## src/hw/aas_pkg.sv

```systemverilog
/*
 * Constants, register map and state type of the converter acquisition sequencer.
 * Assumes a 32-bit AXI4-Lite register bus and one 250 MHz system clock.
 */
`default_nettype none
package aas_pkg;
	// Register byte offsets on the bus, one aligned word each.
	localparam logic [7:0] ADDR_CTRL = 8'h00;
	localparam logic [7:0] ADDR_CFG = 8'h04;
	localparam logic [7:0] ADDR_RES_HIGH = 8'h08;
	localparam logic [7:0] ADDR_RES_LOW = 8'h0c;
	// Control word fields.
	localparam int CTRL_GO_BIT = 0;
	localparam int CTRL_FLAG_BIT = 1;
	localparam int CTRL_CHAN_LSB = 4;
	localparam int CHAN_W = 4;
	// Configuration word fields.
	localparam int CFG_CLK_LSB = 0;
	localparam int CFG_ACQ_LSB = 3;
	localparam int CFG_FMT_BIT = 7;
	localparam int SEL_W = 3;
	localparam logic [SEL_W-1:0] ACQ_SEL_RESET = 3'h0;
	localparam logic [SEL_W-1:0] CLK_SEL_RESET = 3'h0;
	localparam logic [SEL_W-1:0] ACQ_SEL_MANUAL = 3'h0;
	// Converter figures.
	localparam int RES_W = 10;
	localparam logic [3:0] CONV_TADS = 4'hb;
	localparam logic [1:0] GAP_TADS = 2'h2;
	localparam logic [2:0] INSTR_CYCLE_CLKS = 3'h4;
	localparam logic [5:0] DIV_MASK_FULL = 6'h3f;
	localparam logic [1:0] RESP_OKAY = 2'h0;
	localparam logic [1:0] RESP_SLVERR = 2'h2;

	// Sequencer states.
	typedef enum logic [2:0] {ST_SAMPLE, ST_ACQ, ST_RC_DELAY, ST_CONV, ST_GAP} aas_state_t;

	// Acquisition length in bit periods for each selection code.
	function automatic logic [4:0] acq_tads(input logic [SEL_W-1:0] sel);
		case (sel)
			3'h1: acq_tads = 5'h02;
			3'h2: acq_tads = 5'h04;
			3'h3: acq_tads = 5'h06;
			3'h4: acq_tads = 5'h08;
			3'h5: acq_tads = 5'h0c;
			3'h6: acq_tads = 5'h10;
			3'h7: acq_tads = 5'h14;
			default: acq_tads = 5'h00;
		endcase
	endfunction
endpackage
`default_nettype wire

```

## src/hw/aas_tick_if.sv

```systemverilog
/*
 * Link between the sequencer and its bit-clock generator.
 * Assumes both ends run on the same system clock.
 */
`timescale 1ns/1ps
`default_nettype none
interface aas_tick_if;
	logic restart; // Realigns the divider so a full bit period follows.
	logic [2:0] sel; // Conversion clock selection.
	logic tick; // One-cycle pulse at the end of every bit period.
	modport src (input restart, input sel, output tick);
	modport user (output restart, output sel, input tick);
endinterface
`default_nettype wire

```

## src/hw/aas_bit_clock.sv

```systemverilog
/*
 * Bit-clock generator: divides the system clock or follows the internal RC clock.
 * Assumes the RC clock pin is asynchronous and far slower than clk.
 */
`timescale 1ns/1ps
`default_nettype none
module aas_bit_clock (
	input wire logic clk,
	input wire logic reset,
	input wire logic internal_rc_clock,
	aas_tick_if.src tk
);
	import aas_pkg::*;

	logic [5:0] div_cnt; // Free-running divider count.
	logic rc_s1, rc_s2, rc_s3; // Synchroniser pair and edge history.
	logic [5:0] mask; // Low bits that must all be set for a tick.
	logic [2:0] shift; // Log2 of the divide ratio.

	// Ratio codes 000..110 give 2,8,32 and with the top bit 4,16,64.
	always_comb begin
		shift = 3'(1 + 2 * tk.sel[1:0] + tk.sel[2]);
		mask = DIV_MASK_FULL >> (3'h6 - shift);
	end

	// The divider restarts so that each interval begins on a whole period.
	always_ff @(posedge clk) begin
		if (reset || tk.restart) begin
			div_cnt <= 6'h00;
		end else begin
			div_cnt <= div_cnt + 6'h01;
		end
	end

	// The RC pin passes two flops before the edge detector looks at it.
	always_ff @(posedge clk) begin
		if (reset) begin
			rc_s1 <= 1'b0;
			rc_s2 <= 1'b0;
			rc_s3 <= 1'b0;
		end else begin
			rc_s1 <= internal_rc_clock;
			rc_s2 <= rc_s1;
			rc_s3 <= rc_s2;
		end
	end

	// Selection x11 takes the RC clock; the others take the divider.
	// The tick never looks at restart, because restart is itself formed from the tick.
	always_comb begin
		if (tk.sel[1:0] == 2'h3) begin
			tk.tick = rc_s2 && !rc_s3;
		end else begin
			tk.tick = (div_cnt & mask) == mask;
		end
	end
endmodule
`default_nettype wire

```

## src/hw/aas_sequencer.sv

```systemverilog
/*
 * Acquisition and conversion sequencer of a 10-bit successive-approximation converter,
 * with its AXI4-Lite register slave. Assumes the analog front end drives compare_in
 * high while the held input is at or above dac_code, from outside the clock domain.
 */
// Added by the designer: the register offsets and register access over AXI4-Lite.
`timescale 1ns/1ps
`default_nettype none
module aas_sequencer (
	input wire logic clk,
	input wire logic reset,
	input wire logic [7:0] s_axi_awaddr,
	input wire logic s_axi_awvalid,
	output logic s_axi_awready,
	input wire logic [31:0] s_axi_wdata,
	input wire logic [3:0] s_axi_wstrb,
	input wire logic s_axi_wvalid,
	output logic s_axi_wready,
	output logic [1:0] s_axi_bresp,
	output logic s_axi_bvalid,
	input wire logic s_axi_bready,
	input wire logic [7:0] s_axi_araddr,
	input wire logic s_axi_arvalid,
	output logic s_axi_arready,
	output logic [31:0] s_axi_rdata,
	output logic [1:0] s_axi_rresp,
	output logic s_axi_rvalid,
	input wire logic s_axi_rready,
	input wire logic internal_rc_clock,
	input wire logic compare_in,
	output logic hold_capacitor,
	output logic [aas_pkg::RES_W-1:0] dac_code,
	output logic [aas_pkg::CHAN_W-1:0] chan_sel
);
	import aas_pkg::*;

	aas_tick_if tk (); // Bit-clock link.
	aas_state_t state; // Sequencer state.
	logic go; // Start flag, cleared by hardware at completion.
	logic conversion_complete_flag; // Sticky completion flag.
	logic [SEL_W-1:0] acq_time_sel; // Acquisition time selection.
	logic [SEL_W-1:0] conv_clk_sel; // Conversion clock selection.
	logic right_just; // Result alignment.
	logic [7:0] result_high, result_low; // Result byte pair.
	logic [4:0] acq_cnt; // Remaining acquisition periods.
	logic [3:0] tad_cnt; // Bit periods elapsed in conversion or gap.
	logic [2:0] dly_cnt; // Instruction-cycle delay count.
	logic [RES_W-1:0] sar; // Trial and result word.
	logic cmp_s1, cmp_s2; // Comparator synchroniser.
	logic aw_held, w_held; // Write channel halves already taken.
	logic [7:0] aw_addr; // Taken write address.
	logic [31:0] w_data; // Taken write data.
	logic [3:0] w_strb; // Taken write strobes.
	logic wr_fire; // Both halves present, response slot free.
	logic wr_ctrl, wr_cfg; // Register write decodes.
	logic start; // Start flag seen while sampling.
	logic begin_conv; // Conversion begins this cycle.
	logic done; // Last conversion period ends this cycle.
	logic [RES_W-1:0] sar_next; // Trial word after the current decision.

	aas_bit_clock u_bit_clock (
		.clk(clk),
		.reset(reset),
		.internal_rc_clock(internal_rc_clock),
		.tk(tk)
	);

	// Write channel: address and data are taken in either order.
	assign s_axi_awready = !aw_held;
	assign s_axi_wready = !w_held;
	assign wr_fire = aw_held && w_held && !s_axi_bvalid;
	assign wr_ctrl = wr_fire && (aw_addr == ADDR_CTRL) && w_strb[0];
	assign wr_cfg = wr_fire && (aw_addr == ADDR_CFG) && w_strb[0];
	assign s_axi_arready = !s_axi_rvalid;

	// Both halves are held until the response slot is free.
	always_ff @(posedge clk) begin
		if (reset) begin
			aw_held <= 1'b0;
			w_held <= 1'b0;
			aw_addr <= 8'h00;
			w_data <= 32'h0;
			w_strb <= 4'h0;
		end else if (wr_fire) begin
			aw_held <= 1'b0;
			w_held <= 1'b0;
		end else begin
			if (s_axi_awvalid && !aw_held) begin
				aw_held <= 1'b1;
				aw_addr <= s_axi_awaddr;
			end
			if (s_axi_wvalid && !w_held) begin
				w_held <= 1'b1;
				w_data <= s_axi_wdata;
				w_strb <= s_axi_wstrb;
			end
		end
	end

	// Write response; unmapped offsets answer with a slave error.
	always_ff @(posedge clk) begin
		if (reset) begin
			s_axi_bvalid <= 1'b0;
			s_axi_bresp <= RESP_OKAY;
		end else if (wr_fire) begin
			s_axi_bvalid <= 1'b1;
			s_axi_bresp <= (aw_addr == ADDR_CTRL || aw_addr == ADDR_CFG ||
				aw_addr == ADDR_RES_HIGH || aw_addr == ADDR_RES_LOW) ? RESP_OKAY : RESP_SLVERR;
		end else if (s_axi_bready) begin
			s_axi_bvalid <= 1'b0;
		end
	end

	// Read path; only the start and completion flags show progress.
	always_ff @(posedge clk) begin
		if (reset) begin
			s_axi_rvalid <= 1'b0;
			s_axi_rdata <= 32'h0;
			s_axi_rresp <= RESP_OKAY;
		end else if (s_axi_arvalid && !s_axi_rvalid) begin
			s_axi_rvalid <= 1'b1;
			s_axi_rresp <= RESP_OKAY;
			s_axi_rdata <= 32'h0;
			case (s_axi_araddr)
				ADDR_CTRL: begin
					s_axi_rdata[CTRL_GO_BIT] <= go;
					s_axi_rdata[CTRL_FLAG_BIT] <= conversion_complete_flag;
					s_axi_rdata[CTRL_CHAN_LSB +: CHAN_W] <= chan_sel;
				end
				ADDR_CFG: begin
					s_axi_rdata[CFG_CLK_LSB +: SEL_W] <= conv_clk_sel;
					s_axi_rdata[CFG_ACQ_LSB +: SEL_W] <= acq_time_sel;
					s_axi_rdata[CFG_FMT_BIT] <= right_just;
				end
				ADDR_RES_HIGH: s_axi_rdata[7:0] <= result_high;
				ADDR_RES_LOW: s_axi_rdata[7:0] <= result_low;
				default: s_axi_rresp <= RESP_SLVERR;
			endcase
		end else if (s_axi_rready) begin
			s_axi_rvalid <= 1'b0;
		end
	end

	// Configuration; the acquisition selection wakes in manual mode.
	always_ff @(posedge clk) begin
		if (reset) begin
			acq_time_sel <= ACQ_SEL_RESET;
			conv_clk_sel <= CLK_SEL_RESET;
			right_just <= 1'b0;
			chan_sel <= '0;
		end else begin
			if (wr_cfg) begin
				acq_time_sel <= w_data[CFG_ACQ_LSB +: SEL_W];
				conv_clk_sel <= w_data[CFG_CLK_LSB +: SEL_W];
				right_just <= w_data[CFG_FMT_BIT];
			end
			if (wr_ctrl) begin
				chan_sel <= w_data[CTRL_CHAN_LSB +: CHAN_W];
			end
		end
	end

	// Start flag: software sets it, completion clears it. Writing zero does not abort.
	always_ff @(posedge clk) begin
		if (reset) begin
			go <= 1'b0;
		end else if (done) begin
			go <= 1'b0;
		end else if (wr_ctrl && w_data[CTRL_GO_BIT]) begin
			go <= 1'b1;
		end
	end

	// Completion flag: a completion in the same cycle as a software clear wins.
	always_ff @(posedge clk) begin
		if (reset) begin
			conversion_complete_flag <= 1'b0;
		end else if (done) begin
			conversion_complete_flag <= 1'b1;
		end else if (wr_ctrl && !w_data[CTRL_FLAG_BIT]) begin
			conversion_complete_flag <= 1'b0;
		end
	end

	// Sequencing terms shared by the state machine and the divider.
	always_comb begin
		start = (state == ST_SAMPLE) && go;
		begin_conv = 1'b0;
		if (start && acq_time_sel == ACQ_SEL_MANUAL && conv_clk_sel[1:0] != 2'h3) begin
			begin_conv = 1'b1;
		end
		if (state == ST_ACQ && tk.tick && acq_cnt == 5'h01 && conv_clk_sel[1:0] != 2'h3) begin
			begin_conv = 1'b1;
		end
		if (state == ST_RC_DELAY && dly_cnt == 3'h1) begin
			begin_conv = 1'b1;
		end
		done = (state == ST_CONV) && tk.tick && (tad_cnt == CONV_TADS - 4'h1);
		tk.restart = begin_conv || (start && acq_time_sel != ACQ_SEL_MANUAL);
		tk.sel = conv_clk_sel;
	end

	// State machine: sample, optional timed acquisition, conversion, then a settling gap.
	always_ff @(posedge clk) begin
		if (reset) begin
			state <= ST_SAMPLE;
			acq_cnt <= 5'h00;
			dly_cnt <= 3'h0;
			tad_cnt <= 4'h0;
		end else begin
			case (state)
				ST_SAMPLE: begin
					if (start && acq_time_sel != ACQ_SEL_MANUAL) begin
						state <= ST_ACQ;
						acq_cnt <= acq_tads(acq_time_sel);
					end else if (start && conv_clk_sel[1:0] == 2'h3) begin
						state <= ST_RC_DELAY;
						dly_cnt <= INSTR_CYCLE_CLKS;
					end else if (start) begin
						state <= ST_CONV;
						tad_cnt <= 4'h0;
					end
				end
				ST_ACQ: begin
					if (tk.tick) begin
						acq_cnt <= acq_cnt - 5'h01;
						if (acq_cnt == 5'h01 && conv_clk_sel[1:0] == 2'h3) begin
							state <= ST_RC_DELAY;
							dly_cnt <= INSTR_CYCLE_CLKS;
						end else if (acq_cnt == 5'h01) begin
							state <= ST_CONV;
							tad_cnt <= 4'h0;
						end
					end
				end
				ST_RC_DELAY: begin
					dly_cnt <= dly_cnt - 3'h1;
					if (dly_cnt == 3'h1) begin
						state <= ST_CONV;
						tad_cnt <= 4'h0;
					end
				end
				ST_CONV: begin
					if (done) begin
						state <= ST_GAP;
						tad_cnt <= 4'h0;
					end else if (tk.tick) begin
						tad_cnt <= tad_cnt + 4'h1;
					end
				end
				ST_GAP: begin
					// The gap is not skipped even if software has already set start again.
					if (tk.tick && tad_cnt == {2'h0, GAP_TADS} - 4'h1) begin
						state <= ST_SAMPLE;
					end else if (tk.tick) begin
						tad_cnt <= tad_cnt + 4'h1;
					end
				end
				default: state <= ST_SAMPLE;
			endcase
		end
	end

	// The switch opens in the very cycle start is seen with no timed acquisition.
	assign hold_capacitor = (state == ST_SAMPLE && !(go && acq_time_sel == ACQ_SEL_MANUAL)) ||
		(state == ST_ACQ);

	// Comparator comes from the analog side and is synchronised first.
	// A decision is three clocks old, so divide by two leaves each trial too little time.
	always_ff @(posedge clk) begin
		if (reset) begin
			cmp_s1 <= 1'b0;
			cmp_s2 <= 1'b0;
		end else begin
			cmp_s1 <= compare_in;
			cmp_s2 <= cmp_s1;
		end
	end

	// One decision per period for ten periods; the eleventh period closes out.
	always_comb begin
		sar_next = sar;
		if (tad_cnt < 4'(RES_W)) begin
			sar_next[RES_W - 1 - tad_cnt] = cmp_s2;
			if (tad_cnt < 4'(RES_W - 1)) begin
				sar_next[RES_W - 2 - tad_cnt] = 1'b1;
			end
		end
	end

	// Successive approximation register, seeded with the mid-scale trial.
	always_ff @(posedge clk) begin
		if (reset) begin
			sar <= '0;
		end else if (begin_conv || (state == ST_RC_DELAY && dly_cnt == INSTR_CYCLE_CLKS)) begin
			// The RC tick may come one clock after the start, so the seed goes out early.
			sar <= {1'b1, {(RES_W - 1){1'b0}}};
		end else if (state == ST_CONV && tk.tick) begin
			sar <= sar_next;
		end
	end
	assign dac_code = sar;

	// Result pair loads in the same cycle that start clears; aborted work never lands.
	always_ff @(posedge clk) begin
		if (reset) begin
			result_high <= 8'h00;
			result_low <= 8'h00;
		end else if (done && right_just) begin
			result_high <= {6'h00, sar[9:8]};
			result_low <= sar[7:0];
		end else if (done) begin
			result_high <= sar[9:2];
			result_low <= {sar[1:0], 6'h00};
		end
	end
endmodule
`default_nettype wire

```

## config.mk

```make
export PLATFORM = sky130hd
export DESIGN_NAME = aas_sequencer
export DESIGN_NICKNAME = d
export VERILOG_FILES = /design/src/hw/aas_pkg.sv /design/src/hw/aas_tick_if.sv /design/src/hw/aas_bit_clock.sv /design/src/hw/aas_sequencer.sv
export SDC_FILE = /design/constraint.sdc
export NUM_CORES = 1
export LEC_CHECK = 0
export BUFFER_PORTS_ARGS = -buffer_cell sky130_fd_sc_hd__buf_4
export CAP_MARGIN = 5
export CORE_MARGIN = 1.5
export CORE_UTILIZATION = 54
export DETAILED_ROUTE_END_ITERATION = 6
export GPL_ROUTABILITY_DRIVEN = 0
export PLACE_DENSITY = 0.9
export SLEW_MARGIN = 20
export SYNTH_ARGS = -nofsm -noshare
export SYNTH_HDL_FRONTEND = slang
export SYNTH_SLANG_ARGS = --single-unit
export TNS_END_PERCENT = 1
```

## constraint.sdc

```tcl
create_clock -name clk -period 2.6 [get_ports clk]
set_input_delay 0.26 -clock clk [delete_from_list [all_inputs] [get_ports clk]]
set_output_delay 0.26 -clock clk [all_outputs]
set_load 0.005 [all_outputs]
```

---- After elaboration in Yosys (flattened, before gate mapping) ----
Index checks and enable logic that the tools add are counted.
operators by class
  $add $sub $neg .......................... 9
  $lt $le $gt $ge ......................... 6
  equal/unequal tests ..................... 40
  shifts and indexed selects .............. 1
  muxes and demuxes ....................... 60
  bitwise operators ....................... 3
  reductions and logical operators ........ 72
operators by type and width
  cell                                                                count
  greater-or-equal comparator 32 x 1 -> 1 bit, second input constant  2
  < comparator 32 x 5 -> 1 bit, second input constant                 2
  two-way mux 10 bit                                                  4
  two-way mux 4 bit                                                   10
  two-way mux 3 bit                                                   13
  one-hot mux 5 bit (7 select lines)                                  1
  == test 8 x 4 -> 1 bit, second input constant                       4
  logical AND 1 bit                                                   31
  inequality test 2 bit, second input constant                        14
  one-hot mux 4 bit (5 select lines)                                  1
  == test 3 bit, second input constant                                6
  == test 8 x 3 -> 1 bit, second input constant                       2
  logical NOT 8 bit                                                   2
  two-way mux 8 bit                                                   2
  one-hot mux 2 bit (4 select lines)                                  2
  one-hot mux 3 bit (5 select lines)                                  1
  nonzero test 2 bit                                                  7
  == test 3 x 2 -> 1 bit, second input constant                       4
  two-way mux 1 bit                                                   12
  bitwise mux 10 bit                                                  1
  two-way mux 5 bit                                                   2
  bitwise OR 10 bit                                                   1
  one-hot mux 5 bit (2 select lines)                                  1
  subtractor 4 x 4 -> 5 bit, first input constant                     2
  37 further kinds                                                    64
word-level totals
  register bits after elaboration ......... 98
  input port bits ......................... 61
  output and inout bits ................... 56
  word-level logic and storage cells ...... 222

---- Logic depth before layout (Yosys ltp) ----
  depth after elaboration ................. 15
  mapped depth ............................ 10
  mapped depth without buffers ............ 9

---- By module ----
From an unflattened synthesis, not the netlist that was laid out.
unflattened totals
  cells, all modules ...................... 558
  area, all modules ....................... 4,842.1 um^2
by module, submodules not included
  module         instances  cells an instance  area each (um^2)  sequential area each (um^2)
  aas_sequencer  1          515                4,440.5           1,741.7
  aas_bit_clock  1          43                 401.6             180.2

---- Worst setup path after synthesis ----
No wires, ideal clock.
  path kind ............................... flip-flop to flip-flop
  start ................................... register tad_cnt[2]
  end ..................................... register sar[1] (netlist: dac_code[1])
  setup time .............................. 0.071 ns
  arrival time ............................ 2.102 ns
  required time ........................... 2.529 ns
  setup slack ............................. 0.427 ns
  cell stages (with the launch flop) ...... 10
  path buffers ............................ 1
  period minus slack after synthesis ...... 2.173 ns
  path through ............................ dfxtp_1 -> clkbuf_1 -> inv_1 -> ha_1 -> ha_1 -> a211oi_1 -> nor2_1 -> nor3b_1 -> o21ai_1 -> a21oi_1
between the ends
  longest elaborated chain between the ends .. 8
  elaborated cells between the ends (all ways) .. 18
  those cells by class .................... add/sub (2); order compare (6); mux (6); bitwise (1); reduce/logical (3)
RTL lines
  item                                                                                                                      RTL line              source
  from (decl)                                                                                                               aas_sequencer.sv:46   logic [3:0] tad_cnt;
  from (signal assigned)                                                                                                    aas_sequencer.sv:248  tad_cnt <= tad_cnt + 4'h1;
  from (signal assigned)                                                                                                    aas_sequencer.sv:256  tad_cnt <= tad_cnt + 4'h1;
  subtractor 4 x 4 -> 5 bit                                                                                                 aas_sequencer.sv:284  sar_next[RES_W - 1 - tad_cnt] = cmp_s2;
  greater-or-equal comparator 32 x 1 -> 1 bit (not written as such) / < comparator 32 x 5 -> 1 bit (equally long branches)  aas_sequencer.sv:284
  logical AND 1 bit (not written as such)                                                                                   aas_sequencer.sv:284
  two-way mux 1 bit (not written as such)                                                                                   aas_sequencer.sv:284
  demux 1 bit (select 4 bit)                                                                                                aas_sequencer.sv:284
  bitwise mux 10 bit                                                                                                        aas_sequencer.sv:284
  bitwise OR 10 bit (no line)                                                                                               n/a
  two-way mux 10 bit                                                                                                        aas_sequencer.sv:285  if (tad_cnt < 4'(RES_W - 1)) begin
  to (signal assigned)                                                                                                      aas_sequencer.sv:297  sar <= {1'b1, {(RES_W - 1){1'b0}}};
  to (signal assigned)                                                                                                      aas_sequencer.sv:299  sar <= sar_next;
  to (decl)                                                                                                                 aas_sequencer.sv:48   logic [RES_W-1:0] sar;
Several ways; a longest one is shown, not always the timed one.
A chain may end at the register's enable or synchronous reset.

---- Final worst setup path ----
  start ................................... register conv_clk_sel[0]
  end ..................................... register result_low[7]
between the ends
  longest elaborated chain between the ends .. 11
  elaborated cells between the ends (all ways) .. 13
  those cells by class .................... add/sub (3); eq/ne (2); shift (1); mux (2); bitwise (1); reduce/logical (4)
RTL lines
  item                                                            RTL line              source
  from (decl)                                                     aas_sequencer.sv:42   logic [SEL_W-1:0] conv_clk_sel;
  from (signal assigned)                                          aas_sequencer.sv:154  conv_clk_sel <= w_data[CFG_CLK_LSB +: SEL_W];
  adder 1 x 3 -> 3 bit                                            aas_bit_clock.sv:22   shift = 3'(1 + 2 * tk.sel[1:0] + tk.sel[2]);
  adder 3 x 1 -> 3 bit                                            aas_bit_clock.sv:22
  subtractor 3 bit                                                aas_bit_clock.sv:23   mask = DIV_MASK_FULL >> (3'h6 - shift);
  >> shifter 6 x 3 -> 6 bit                                       aas_bit_clock.sv:23
  bitwise AND 6 bit                                               aas_bit_clock.sv:54   tk.tick = (div_cnt & mask) == mask;
  == test 6 bit                                                   aas_bit_clock.sv:54
  two-way mux 1 bit (*)                                           aas_bit_clock.sv:51   if (tk.sel[1:0] == 2'h3) begin
  logical AND 1 bit (*) (2 in a row)                              aas_sequencer.sv:198  done = (state == ST_CONV) && tk.tick && (tad_cnt == CONV_TADS - 4'h1);
  logical AND 1 bit                                               aas_sequencer.sv:309  end else if (done && right_just) begin
  two-way mux 8 bit / nonzero test 2 bit (equally long branches)  n/a
  to (signal assigned)                                            aas_sequencer.sv:311  result_low <= sar[7:0];
  to (signal assigned)                                            aas_sequencer.sv:314  result_low <= {sar[1:0], 6'h00};
  to (decl)                                                       aas_sequencer.sv:44   logic [7:0] result_high, result_low;
Mark *: on every way between the ends. The rest lies on a longest branch, timed or not.

==> qor.txt <==
layout cells sized above 1: 18.3%
area leader, netlist: dfxtp_1
Crit path buffers/inverters: 2
via count: 4462
Setup Crit Path Kind: register to register
register area: 1920 sq um
final net count: 713
Period Utilization, post-route: 92.0%
clock root buffer: clkbuf_8
Critical Path Sink: result_low[7]
CP startpoint kind: register
Max-slew headroom: 40.5%
Pwr Density: 484 nW/um^2
initial antenna violation count: 0
Worst-path clk slew: 0.10 ns
Synth cell types: 79
post-CTS setup buffer count: 0
Max Slew Vio Count: 0
htree depth: 3
post-route cell area: 5690 sq um
cells after synthesis: 580
delay-heaviest family, CP: compound AO/OA/AOI/OAI gates
first-pass GRT wire length: 19300 um
most frequent cell after synthesis: dfxtp_1
worst path required time: 2.87 ns
Final ANT Viol Nets: 0
Period minus WS final: 2.39 ns
top cells by area, synth: dfxtp_1, a21oi_1, mux2i_1
fmax: 418 MHz
Final Skew: 0.0113 ns
asr flop ratio synth: 0%
total CTS buffers: 9
Ys Warns: 0
final setup vio count: 0
die area: 9900 sq um
clock sink count: 96
CTS tree: built
synthesized area: 5030 sq um
r2r worst-path depth: 9
crit-path max FO: 21
area of the core: 9110 sq um
die height: 99.5 um
gr ovfl total: 0
Maximum Capacitance Violations: 0
syn avg cell area: 8.67 sq um
Initial Util: 55.2%
reg2reg start: conv_clk_sel[0]
Yosys reg bits: 96
Hold-fix buffers, CTS: 0
DRT Pass-1 Iters: 5
crit-path cells: inv_1 > ha_1 > nor2b_1 > o2bb2ai_2 > o21ai_2 > and3_1 > buf_4 > nor2_1 > a211oi_1
Worst Path Arrival: 2.66 ns
Total Wirelength: 11800 um
r2r setup slk: 0.21 ns
pin count of the biggest net entering global routing: 86
Clock Path Buffers: 2
number of fill cells: 750
DRC violations left: 0
EDFF count, synth: 0
Final Non-Filler Cells: 750
TNS Setup: 0 ns
Iteration-0 DRC Markers: 438
sequential fraction of the synthesis area: 38.2%
Routed WL per cell: 15.7 um
Leakage: 2.20 nW
post-CTS resize count: 0
dpl cell area: 5480 sq um
PortBufs: 63
Skew-Pair Late Insertion Delay: 0.37 ns
Post-Place Cells: 734
final hold violations: 0
Worst Setup SP: conv_clk_sel[0]
largest stage delay on the critical path: 0.48 ns
Area Overhead vs Synth: 13.3%
area of the multi-input gates: 2820 sq um
RSZ-0062 raised after global routing: no
worst slew pin tran: 0.890 ns
vias in the first global route: 4175
Crit path depth: 9
post-synth top area share: 38.2%
critical path endpoint category: register
top_reg_cell synth: dfxtp_1
die width: 99.5 um
class of the worst hold path: input port to register
standard-cell rows: 35
DP HPWL: 8350 um
crit path max-delay cell type: dfxtp_1
final core utilization: 62.5%
synth cell count leaders: dfxtp_1, nand2_1, nor2_1, a21oi_1, buf_4
status: finished clean
num ports: 117
VDD IR max: 0.278 mV
GRT Util Overall: 23.8%
vias per cell: 5.95
Antenna diodes: 0
Critical R2R Capture: result_low[7]
[worst reg2reg max path, cell delays in order (launching register included)]
cell and delay (ns):
dfxtp_1 0.48, inv_1 0.08, ha_1 0.32, nor2b_1 0.07
o2bb2ai_2 0.17, o21ai_2 0.39, and3_1 0.22, buf_4 0.24
nor2_1 0.09, a211oi_1 0.25
[worst min-delay path by stage]
stage / end / start / depth (start not counted)
after CTS: s_axi_rvalid / s_axi_rready / 2
after global placement: u_bit_clock.rc_s2 / u_bit_clock.rc_s1 / 1
after global routing: s_axi_rvalid / s_axi_rready / 2
after detailed placement: cmp_s2 / cmp_s1 / 1
after floorplan: s_axi_rvalid / s_axi_rready / 1
final: s_axi_rvalid / s_axi_rready / 2
[layout make-up]
class	instances	share of cell area [%]
Tap cell	111	2.44
Timing Repair Buffer	71	9.36
Clock inverter	7	1.52
Inverter	18	1.19
Sequential cell	96	33.8
Clock buffer	9	2.18
Multi-Input combinational cell	438	49.6
[kinds of logic after synthesis]
kind of cell               synth area share [%]
and+or+nand+nor                            23.1
other                                    0.0746
AOI/OAI and AO/OA                          18.2
DFF                                        38.2
muxes                                      7.49
buffers and inverters                      7.47
xor gates and xnor gates                  0.871
adders and majority gates                  4.48
[through the flow]
step	hold slack [ns]	setup slack, ns	power [mW]
2_1_floorplan	0.359	0.427	1.69
3_3_place_gp	0.423	0.352	1.73
3_5_place_dp	0.422	0.244	1.74
4_1_cts	0.0419	0.219	2.76
5_1_grt	0.0601	0.0446	2.84
6_report	0.0549	0.208	2.76
[sequential cells by signal (all words and copies together) (netlist names), 4 cells and up]
register and flops:
dac_code 10, aw_addr 8, result_high 8, result_low 8
s_axi_rdata 8, w_data 8, u_bit_clock.div_cnt 6, acq_cnt 5
chan_sel 4, tad_cnt 4
[placed cells by master (no fill, tap or decap), types with 3 or more instances in the layout]
cell type	count
dfxtp_1	96
buf_4	71
nand2_1	61
nor2_1	60
a21oi_1	46
conb_1	26
mux2i_1	23
ha_1	18
nand3_1	16
inv_1	14
nor2b_1	14
o21ai_0	12
nand2b_1	11
nand3b_1	11
o21ai_1	10
a211oi_1	9
clkbuf_8	9
a22oi_1	8
nor3_1	6
a31oi_1	5
mux4_2	5
inv_2	4
or2_1	4
and3_1	4
nor3b_1	4
o21a_1	4
o211ai_1	4
a32o_1	4
nor3_2	3
and3b_1	3
o31ai_1	3
a21o_1	3
nor4_1	3
xor2_1	3
mux2_2	3
a22o_1	3
[power breakdown]
| group | internal, mW | total (mW) | switching, mW | leakage, nW |
|---|---|---|---|---|
| clock network | 0.465 | 1.05 | 0.582 | 0.104 |
| registers | 1.50 | 1.52 | 0.0231 | 0.779 |
| logic | 0.0818 | 0.185 | 0.103 | 1.31 |
[layer usage]
layer,track usage [%],routed length [um],vias up
li1,-,-,2111
met1,30.0,5020,2123
met2,41.1,5790,192
met3,3.09,673,36
met4,10.2,323,0
met5,0,0,-
(Power assumes the default switching activity.)
